$ cat src/common/hpc_pkg.sv
// Shared constants for the host port cycle handshake
package hpc_pkg;
    // Port and word widths
    localparam int HPC_HALF_W = 16;
    localparam int HPC_WORD_W = 32;

    // Register select codes
    localparam logic [1:0] HPC_SEL_CTRL      = 2'h0;
    localparam logic [1:0] HPC_SEL_DATA_INC  = 2'h1;
    localparam logic [1:0] HPC_SEL_ADDR      = 2'h2;
    localparam logic [1:0] HPC_SEL_DATA      = 2'h3;

    // Halfword select and read/write select levels
    localparam logic HPC_HALF_FIRST = 1'h0;
    localparam logic HPC_RW_READ    = 1'h1;

    // Control register fields
    localparam int HPC_CTRL_ORDER_BIT = 0;
    localparam int HPC_CTRL_BUSY_BIT  = 3;

    // Reset values
    localparam logic [HPC_HALF_W-1:0] HPC_CTRL_RST = 16'h0000;
    localparam logic [HPC_WORD_W-1:0] HPC_WORD_RST = 32'h0000_0000;

    // Address advance per autoincrement, in bytes
    localparam logic [HPC_WORD_W-1:0] HPC_ADDR_STEP = 32'h0000_0004;

    // Work engine states
    typedef enum logic [1:0] {
        HPC_ST_IDLE  = 2'h0,
        HPC_ST_FETCH = 2'h1,
        HPC_ST_STORE = 2'h2,
        HPC_ST_STEP  = 2'h3
    } hpc_state_t;
endpackage

$ cat src/hw/hpc_strobe_capture.sv
`timescale 1ns/10ps
`default_nettype none
module hpc_strobe_capture
    import hpc_pkg::*;
(
    input  wire logic       sys_clk,
    input  wire logic       sys_rst,
    input  wire logic       data_strobe_a,
    input  wire logic       data_strobe_b,
    input  wire logic       port_chip_select_n,
    input  wire logic       addr_latch_n,
    input  wire logic [1:0] register_select,
    input  wire logic       read_write_select,
    input  wire logic       halfword_select,
    output logic            strobe_fall,
    output logic            strobe_rise,
    output logic            strobe_low,
    output logic [1:0]      sel_eff,
    output logic            rw_eff,
    output logic            half_eff
);
    logic       access_strobe_n;
    logic       strobe_prev_r;
    logic       latch_prev_r;
    logic       capture;
    logic [1:0] reg_sel_r;
    logic       rw_r;
    logic       half_r;
    logic [1:0] reg_sel_nxt;
    logic       rw_nxt;
    logic       half_nxt;
    logic       latch_fall;

    // Composite strobe, active low
    assign access_strobe_n = ~(data_strobe_a ^ data_strobe_b) | port_chip_select_n;
    assign strobe_fall     = strobe_prev_r & ~access_strobe_n;
    assign strobe_rise     = ~strobe_prev_r & access_strobe_n;
    assign strobe_low      = ~access_strobe_n;
    assign latch_fall      = latch_prev_r & ~addr_latch_n;

    // Address strobe edge captures when used; a high level at strobe fall means it is tied off
    assign capture = latch_fall | (strobe_fall & addr_latch_n);

    // Selects are usable in the capture cycle itself, then held
    always_comb begin
        reg_sel_nxt = capture ? register_select   : reg_sel_r;
        rw_nxt      = capture ? read_write_select : rw_r;
        half_nxt    = capture ? halfword_select   : half_r;
    end
    assign sel_eff  = reg_sel_nxt;
    assign rw_eff   = rw_nxt;
    assign half_eff = half_nxt;

    // Edge history and held selects
    always_ff @(posedge sys_clk) begin
        if (sys_rst) begin
            strobe_prev_r <= 1'h1;
            latch_prev_r  <= 1'h1;
            reg_sel_r     <= HPC_SEL_CTRL;
            rw_r          <= HPC_RW_READ;
            half_r        <= HPC_HALF_FIRST;
        end else begin
            strobe_prev_r <= access_strobe_n;
            latch_prev_r  <= addr_latch_n;
            reg_sel_r     <= reg_sel_nxt;
            rw_r          <= rw_nxt;
            half_r        <= half_nxt;
        end
    end

    a_strobe_form: assert property (@(posedge sys_clk) disable iff (sys_rst)
        strobe_fall |-> !port_chip_select_n && (data_strobe_a != data_strobe_b))
        else $error("strobe fell without chip select and one active data strobe");

    a_select_capture: assert property (@(posedge sys_clk) disable iff (sys_rst)
        (strobe_fall && addr_latch_n) |=> reg_sel_r == $past(register_select)
            && rw_r == $past(read_write_select) && half_r == $past(halfword_select))
        else $error("selects not captured at strobe fall");

    a_latch_capture: assert property (@(posedge sys_clk) disable iff (sys_rst)
        latch_fall |=> reg_sel_r == $past(register_select)
            && rw_r == $past(read_write_select) && half_r == $past(halfword_select))
        else $error("selects not captured at address strobe fall");
endmodule // hpc_strobe_capture
`default_nettype wire

$ cat src/hw/hpc_host_port.sv
`timescale 1ns/10ps
`default_nettype none
module hpc_host_port
    import hpc_pkg::*;
#(
    parameter int HALF_W = HPC_HALF_W,
    parameter int WORD_W = HPC_WORD_W
)(
    input  wire logic              sys_clk,
    input  wire logic              sys_rst,
    input  wire logic              data_strobe_a,
    input  wire logic              data_strobe_b,
    input  wire logic              port_chip_select_n,
    input  wire logic              addr_latch_n,
    input  wire logic [1:0]        register_select,
    input  wire logic              read_write_select,
    input  wire logic              halfword_select,
    input  wire logic [HALF_W-1:0] host_data_in,
    output logic      [HALF_W-1:0] host_data_out,
    output logic                   host_data_oe_n,
    output logic                   port_ready_n,
    output logic                   dma_req,
    output logic                   dma_write,
    output logic      [WORD_W-1:0] dma_addr,
    output logic      [WORD_W-1:0] dma_wdata,
    input  wire logic              dma_ack,
    input  wire logic [WORD_W-1:0] dma_rdata
);
    // Both word registers are built from exactly two host halfwords
    if (HALF_W != HPC_HALF_W || WORD_W != 2 * HALF_W) begin : g_width_check
        $error("hpc_host_port serves only a 16-bit port and 32-bit words");
    end

    logic              strobe_fall;
    logic              strobe_rise;
    logic              strobe_low;
    logic [1:0]        sel;
    logic              rw;
    logic              half;
    logic              is_data;
    logic              is_read;

    hpc_state_t        state_r, state_nxt;
    logic [HALF_W-1:0] ctrl_r, ctrl_nxt;
    logic [WORD_W-1:0] addr_r, addr_nxt;
    logic [WORD_W-1:0] data_r, data_nxt;
    logic              fetch_pend_r, fetch_pend_nxt;
    logic              store_pend_r, store_pend_nxt;
    logic              step_pend_r, step_pend_nxt;
    logic              inc_after_r, inc_after_nxt;
    logic              busy_nxt;
    logic [HALF_W-1:0] dout_r, dout_nxt;
    logic              oe_n_r, oe_n_nxt;
    logic              ready_n_r, ready_n_nxt;
    logic              req_r, req_nxt;
    logic              wr_r, wr_nxt;

    // Strobe forming and select capture
    hpc_strobe_capture u_capture (
        .sys_clk            (sys_clk),
        .sys_rst            (sys_rst),
        .data_strobe_a      (data_strobe_a),
        .data_strobe_b      (data_strobe_b),
        .port_chip_select_n (port_chip_select_n),
        .addr_latch_n       (addr_latch_n),
        .register_select    (register_select),
        .read_write_select  (read_write_select),
        .halfword_select    (halfword_select),
        .strobe_fall        (strobe_fall),
        .strobe_rise        (strobe_rise),
        .strobe_low         (strobe_low),
        .sel_eff            (sel),
        .rw_eff             (rw),
        .half_eff           (half)
    );

    // Pick the halfword the host addresses; order bit set puts the high half first
    function automatic logic [HPC_HALF_W-1:0] get_half(input logic [HPC_WORD_W-1:0] w,
                                                     input logic h, input logic order);
        get_half = ((h == HPC_HALF_FIRST) == order) ? w[HPC_WORD_W-1:HPC_HALF_W]
                                                     : w[HPC_HALF_W-1:0];
    endfunction

    function automatic logic [HPC_WORD_W-1:0] put_half(input logic [HPC_WORD_W-1:0] w,
                                                     input logic [HPC_HALF_W-1:0] d,
                                                     input logic h, input logic order);
        put_half = ((h == HPC_HALF_FIRST) == order) ? {d, w[HPC_HALF_W-1:0]}
                                                     : {w[HPC_WORD_W-1:HPC_HALF_W], d};
    endfunction

    assign is_data = (sel == HPC_SEL_DATA) || (sel == HPC_SEL_DATA_INC);
    assign is_read = (rw == HPC_RW_READ);

    // Work engine, register file, and pin outputs
    always_comb begin
        state_nxt      = state_r;
        ctrl_nxt       = ctrl_r;
        addr_nxt       = addr_r;
        data_nxt       = data_r;
        fetch_pend_nxt = fetch_pend_r;
        store_pend_nxt = store_pend_r;
        step_pend_nxt  = step_pend_r;
        inc_after_nxt  = inc_after_r;
        req_nxt        = req_r;
        wr_nxt         = wr_r;
        dout_nxt       = dout_r;

        // Engine: a fetch outranks a store so the host read waits least
        case (state_r)
            HPC_ST_IDLE: begin
                if (fetch_pend_r) begin
                    fetch_pend_nxt = 1'h0;
                    req_nxt        = 1'h1;
                    wr_nxt         = 1'h0;
                    state_nxt      = HPC_ST_FETCH;
                end else if (store_pend_r) begin
                    store_pend_nxt = 1'h0;
                    req_nxt        = 1'h1;
                    wr_nxt         = 1'h1;
                    state_nxt      = HPC_ST_STORE;
                end else if (step_pend_r) begin
                    step_pend_nxt = 1'h0;
                    addr_nxt      = addr_r + HPC_ADDR_STEP;
                    state_nxt     = HPC_ST_STEP;
                end
            end
            HPC_ST_FETCH: begin
                if (dma_ack) begin
                    data_nxt  = dma_rdata;
                    req_nxt   = 1'h0;
                    state_nxt = HPC_ST_IDLE;
                end
            end
            HPC_ST_STORE: begin
                if (dma_ack) begin
                    req_nxt   = 1'h0;
                    addr_nxt  = inc_after_r ? addr_r + HPC_ADDR_STEP : addr_r;
                    state_nxt = HPC_ST_IDLE;
                end
            end
            HPC_ST_STEP: begin
                state_nxt = HPC_ST_IDLE;
            end
            default: begin
                state_nxt = HPC_ST_IDLE;
            end
        endcase

        // Host events come after the engine so a new request is never lost
        if (strobe_fall && is_read && is_data && half == HPC_HALF_FIRST) begin
            fetch_pend_nxt = 1'h1;
        end
        if (strobe_rise && !is_read) begin
            case (sel)
                HPC_SEL_CTRL: ctrl_nxt = host_data_in;
                HPC_SEL_ADDR: addr_nxt = put_half(addr_r, host_data_in, half,
                                                  ctrl_r[HPC_CTRL_ORDER_BIT]);
                default:      data_nxt = put_half(data_r, host_data_in, half,
                                                  ctrl_r[HPC_CTRL_ORDER_BIT]);
            endcase
            if (is_data && half != HPC_HALF_FIRST) begin
                store_pend_nxt = 1'h1;
                inc_after_nxt  = (sel == HPC_SEL_DATA_INC);
            end
        end
        if (strobe_rise && is_read && sel == HPC_SEL_DATA_INC && half != HPC_HALF_FIRST) begin
            step_pend_nxt = 1'h1;
        end

        // Only data work counts as busy, so control and address cycles leave ready low
        busy_nxt = (state_nxt != HPC_ST_IDLE) || fetch_pend_nxt
                   || store_pend_nxt || step_pend_nxt;
        // Chip select gates ready; busy shows as soon as select falls
        ready_n_nxt = port_chip_select_n ? 1'h0 : busy_nxt;

        // Drive only in reads while the strobe is low
        oe_n_nxt = !(strobe_low && is_read);
        case (sel)
            HPC_SEL_CTRL: begin
                dout_nxt = ctrl_r;
                dout_nxt[HPC_CTRL_BUSY_BIT] = busy_nxt;
            end
            HPC_SEL_ADDR: dout_nxt = get_half(addr_r, half, ctrl_r[HPC_CTRL_ORDER_BIT]);
            default:      dout_nxt = get_half(data_r, half, ctrl_r[HPC_CTRL_ORDER_BIT]);
        endcase
    end

    // State registers
    always_ff @(posedge sys_clk) begin
        if (sys_rst) begin
            state_r      <= HPC_ST_IDLE;
            ctrl_r       <= HPC_CTRL_RST;
            addr_r       <= HPC_WORD_RST;
            data_r       <= HPC_WORD_RST;
            fetch_pend_r <= 1'h0;
            store_pend_r <= 1'h0;
            step_pend_r  <= 1'h0;
            inc_after_r  <= 1'h0;
            req_r        <= 1'h0;
            wr_r         <= 1'h0;
            dout_r       <= '0;
            oe_n_r       <= 1'h1;
            ready_n_r    <= 1'h0;
        end else begin
            state_r      <= state_nxt;
            ctrl_r       <= ctrl_nxt;
            addr_r       <= addr_nxt;
            data_r       <= data_nxt;
            fetch_pend_r <= fetch_pend_nxt;
            store_pend_r <= store_pend_nxt;
            step_pend_r  <= step_pend_nxt;
            inc_after_r  <= inc_after_nxt;
            req_r        <= req_nxt;
            wr_r         <= wr_nxt;
            dout_r       <= dout_nxt;
            oe_n_r       <= oe_n_nxt;
            ready_n_r    <= ready_n_nxt;
        end
    end

    // Address and store data are stable while a request is held
    assign host_data_out  = dout_r;
    assign host_data_oe_n = oe_n_r;
    assign port_ready_n   = ready_n_r;
    assign dma_req        = req_r;
    assign dma_write      = wr_r;
    assign dma_addr       = addr_r;
    assign dma_wdata      = data_r;

    a_ready_cs_high: assert property (@(posedge sys_clk) disable iff (sys_rst)
        port_chip_select_n |=> !port_ready_n)
        else $error("ready not low while chip select high");

    a_busy_cs_fall: assert property (@(posedge sys_clk) disable iff (sys_rst)
        ($fell(port_chip_select_n) && (state_r == HPC_ST_FETCH || state_r == HPC_ST_STORE)
         && !dma_ack) |=> port_ready_n)
        else $error("ready not high at select fall during pending work");

    a_fetch_request: assert property (@(posedge sys_clk) disable iff (sys_rst)
        (strobe_fall && is_read && is_data && half == HPC_HALF_FIRST && state_r == HPC_ST_IDLE
         && !store_pend_r && !step_pend_r && !fetch_pend_r) |=> ##1 (dma_req && !dma_write))
        else $error("data read did not request a fetch two cycles later");

    a_fetch_load: assert property (@(posedge sys_clk) disable iff (sys_rst)
        (state_r == HPC_ST_FETCH && !dma_ack && !port_chip_select_n) |=> port_ready_n)
        else $error("ready dropped while fetch still open");

    a_fetch_data: assert property (@(posedge sys_clk) disable iff (sys_rst)
        (state_r == HPC_ST_FETCH && dma_ack) |=> (data_r == $past(dma_rdata)) && !dma_req)
        else $error("fetched word not loaded");

    a_ctrl_no_busy: assert property (@(posedge sys_clk) disable iff (sys_rst)
        (strobe_rise && !is_data && state_r == HPC_ST_IDLE && !fetch_pend_r && !store_pend_r
         && !step_pend_r) |=> !port_ready_n)
        else $error("control or address access changed ready");

    a_write_busy: assert property (@(posedge sys_clk) disable iff (sys_rst)
        (strobe_rise && !is_read && is_data && half != HPC_HALF_FIRST && !port_chip_select_n)
        |=> port_ready_n ##1 (dma_req && dma_write) [*1])
        else $error("second write half did not start busy store");

    a_read_drive: assert property (@(posedge sys_clk) disable iff (sys_rst)
        (strobe_low && is_read) |=> !host_data_oe_n)
        else $error("data bus not driven during read");

    a_write_float: assert property (@(posedge sys_clk) disable iff (sys_rst)
        (!strobe_low || !is_read) |=> host_data_oe_n)
        else $error("data bus driven outside a read");
endmodule // hpc_host_port
`default_nettype wire

$ cat config.mk
export PLATFORM = sky130hd
export DESIGN_NAME = hpc_host_port
export DESIGN_NICKNAME = d
export VERILOG_FILES = /design/src/common/hpc_pkg.sv /design/src/hw/hpc_strobe_capture.sv /design/src/hw/hpc_host_port.sv
export SDC_FILE = /design/constraint.sdc
export NUM_CORES = 1
export LEC_CHECK = 0
export BUFFER_PORTS_ARGS = -buffer_cell sky130_fd_sc_hd__clkbuf_2
export CELL_PAD_IN_SITES_DETAIL_PLACEMENT = 0
export CELL_PAD_IN_SITES_GLOBAL_PLACEMENT = 2
export CORE_ASPECT_RATIO = 0.75
export CORE_MARGIN = 2
export CORE_UTILIZATION = 32
export CTS_CLUSTER_DIAMETER = 50
export CTS_CLUSTER_SIZE = 28
export DETAILED_ROUTE_END_ITERATION = 10
export PLACE_DENSITY = 0.78
export SLEW_MARGIN = 20
export SYNTH_ARGS = -nofsm -noshare
export SYNTH_HDL_FRONTEND = slang
export SYNTH_SLANG_ARGS = --single-unit
$ cat constraint.sdc
create_clock -name sys_clk -period 2.65 [get_ports sys_clk]
set_clock_uncertainty 0.1 [all_clocks]
set_input_delay 0.3975 -clock sys_clk [delete_from_list [all_inputs] [get_ports sys_clk]]
set_output_delay 0.3975 -clock sys_clk [all_outputs]
set_load 0.03 [all_outputs]
==> qor.yml <==
slowest_delay_ns: 0.47
synth_xor_area_frac: 0.00714
critPathTopFamily: "simple AND/OR/NAND/NOR gates"
leakage_nw: 3.18
synth_cells: 729
muxShareOfSynthArea: 0.110
cts-root-buf: "clkbuf_16"
grt_pass1_vias: 6306
antenna_found_initial: 0
utilization: 0.421
cts-htree-levels: 3
post_drt_via_cell_ratio: 5.69
slew_viol_final: 0
hold_viol: 0
worstSkewPairLatency_ns: 0.36
layout_commonest_cell: "clkbuf_2"
finalCritPeriodShare: 0.954
fin_cells: 1155
dieArea_um2: 20300
dp_hpwl_um: 17900
via_count: 6567
drt-total-wl_um: 23300
max_freq_ghz: 0.395
n_antenna_cell: 0
rows: 43
path_cells: "inv_1 > nor3_1 > nor4_4 > buf_4 > nor2_4 > buf_12 > mux2i_1 > o221ai_1"
grt_max_degree: 38
synth_adder_area_share: 0.0102
synth_edf_count: 0
syn_to_final_growth_pct: 27.8
rsz0062_at_grt: "no"
gp_congestion: 0.890
hold_path_class: "in2reg"
vdd_drop_max_mv: 0.265
cp_num_buf_inv: 3
synth_simple_gate_area_frac: 0.230
die_h_um: 124
status: "complete, no violations"
mostFrequentLayoutCells: "clkbuf_2 (141), nor2_1 (124), dfxtp_1 (111)"
synth_ff_type: "dfxtp_1"
crit_slowest_cell: "dfxtp_1"
p_per_area_nw_per_um2: 470
yosysTopAreaCell: "dfxtp_1"
io_pins: 143
clk_pin_slew_worst_paths_ns: 0.08
wl_per_cell_um: 20.2
drive_above_1_share: 0.306
first_iter_violations: 415
ys_seq_area_frac: 0.363
clockBufferDepth: 2
initial_core_util: 0.329
gr-usage-all-layers: 0.229
totalPowerFinal_mw: 3.68
worstPathArrival_ns: 2.65
synth_top_area_frac: 0.363
avgSynthCellArea_um2: 8.41
ys_warn_count: 0
place_inst: 1139
pre_cts_slack_ns: -0.0356
maxCapViolCount: 0
grt_pass1_wl_um: 35900
min_period_ns: 2.53
netlist_area_um2: 6130
synth_nets: 793
ctsHoldBuffers: 0
synth-compound-area-share: 0.235
maxSlewHeadroom: 0.497
crit_path_end_kind: "flip-flop"
synth_top_family_by_area: "compound AO/OA/AOI/OAI gates"
setup_viol: 0
post-route-drc-count: 0
setup_slack_ns: 0.121
path_class: "reg2reg"
synthTopCellsByArea: "dfxtp_1 (36%), mux2i_1 (11%), nor2_1 (7.7%), o221a_2 (6.1%), nand2_1 (3.3%)"
worstMarginPinSlew_ns: 0.754
clkSinkCount: 111
cp_max_fo: 33
cts_tree: "built"
die_x_um: 164
grt-ovfl-total: 0
cp.required_ns: 2.78
coreArea_um2: 18600
ys_types: 70
ys_ff_latch: 111
nNetsFinal: 967
dr.pass1.iters: 4
io_buffers: 142
startpoint_type: "flip-flop"
setup_tns_ns: 0
ant_nets: 0
async_flop_share: 0
numCtsBuffers: 9
report_power, final:
group	internal, mW	leakage, nW	total (mW)	switching (mW)
Combinational	0.205	2.13	0.529	0.325
Sequential	1.69	0.896	1.72	0.0268
Clock	0.751	0.149	1.43	0.683
tightest hold or removal path, cell delays in order:
cell	delay, ns
clkbuf_2	0.14
nand2_1	0.08
a21oi_1	0.05
timing repair:
item | in CTS | in global routing
buffers inserted | 0 | 0
resized for setup | 0 | 2
endpoints found under the hold margin | 0 | 0
setup endpoints to repair | 0 | 2
registers in the layout (all words and copies together), names as in the netlist, 2 cells and up:
signal               flops
dma_addr                32
host_data_out           16
state_r                  2
u_capture.reg_sel_r      2
dma_wdata               32
ctrl_r                  15
layout make-up:
cell class	count	area, um^2
fillers	1932	10800
multi-input cells	554	3650
well taps	247	309
clock inverters	6	76.3
inverters	13	48.8
flip-flops and latches	111	2220
clock buffers	10	229
repair buffers	214	1300
stage by stage:
step	area, um^2	hold WS (ns)
after floorplan	6130	0.332
after global placement	7520	0.341
after detailed placement	7520	0.347
after CTS	7820	0.242
after global routing	7840	0.274
final	7840	0.251
cells by family (layout without fill, tap and decap cells):
kind of cell	Yosys count	after routing
AOI/OAI and AO/OA	182	182
xor gates and xnor gates	5	5
DFF	111	111
adders and majority gates	5	5
buffers and inverters	64	243
and+or+nand+nor	295	295
muxes	67	67
metal layers:
metal,track usage,part of all wire,vias to the layer above
li1,-,-,3092
met1,0.330,0.48,3196
met4,0.0510,0.0099,0
met2,0.357,0.44,259
met5,0,0,-
met3,0.0380,0.068,20
path summary, 6_finish.rpt:
check | cells after the start | startpoint | slack, ns | to
worst max-delay path | 8 | u_capture.half_r | 0.12 | host_data_out[15]
worst min-delay path | 3 | host_data_in[1] | 0.25 | dma_addr[1]
worst max register to register | 8 | u_capture.half_r | 0.12 | host_data_out[15]
worst min register to register | 2 | ctrl_r[12] | 0.36 | host_data_out[12]
synthesized netlist by cell type (all sizes together) (16+ instances only):
cell type and n:
nand3 22, nand4 18, a21oi 33, clkbuf 37, o221ai 16, mux2i 66
o221a 33, nor2 126, o21ai 20, a211oi 18, nand2 54, dfxtp 111
No activity file was read; power rests on OpenSTA's default activity.
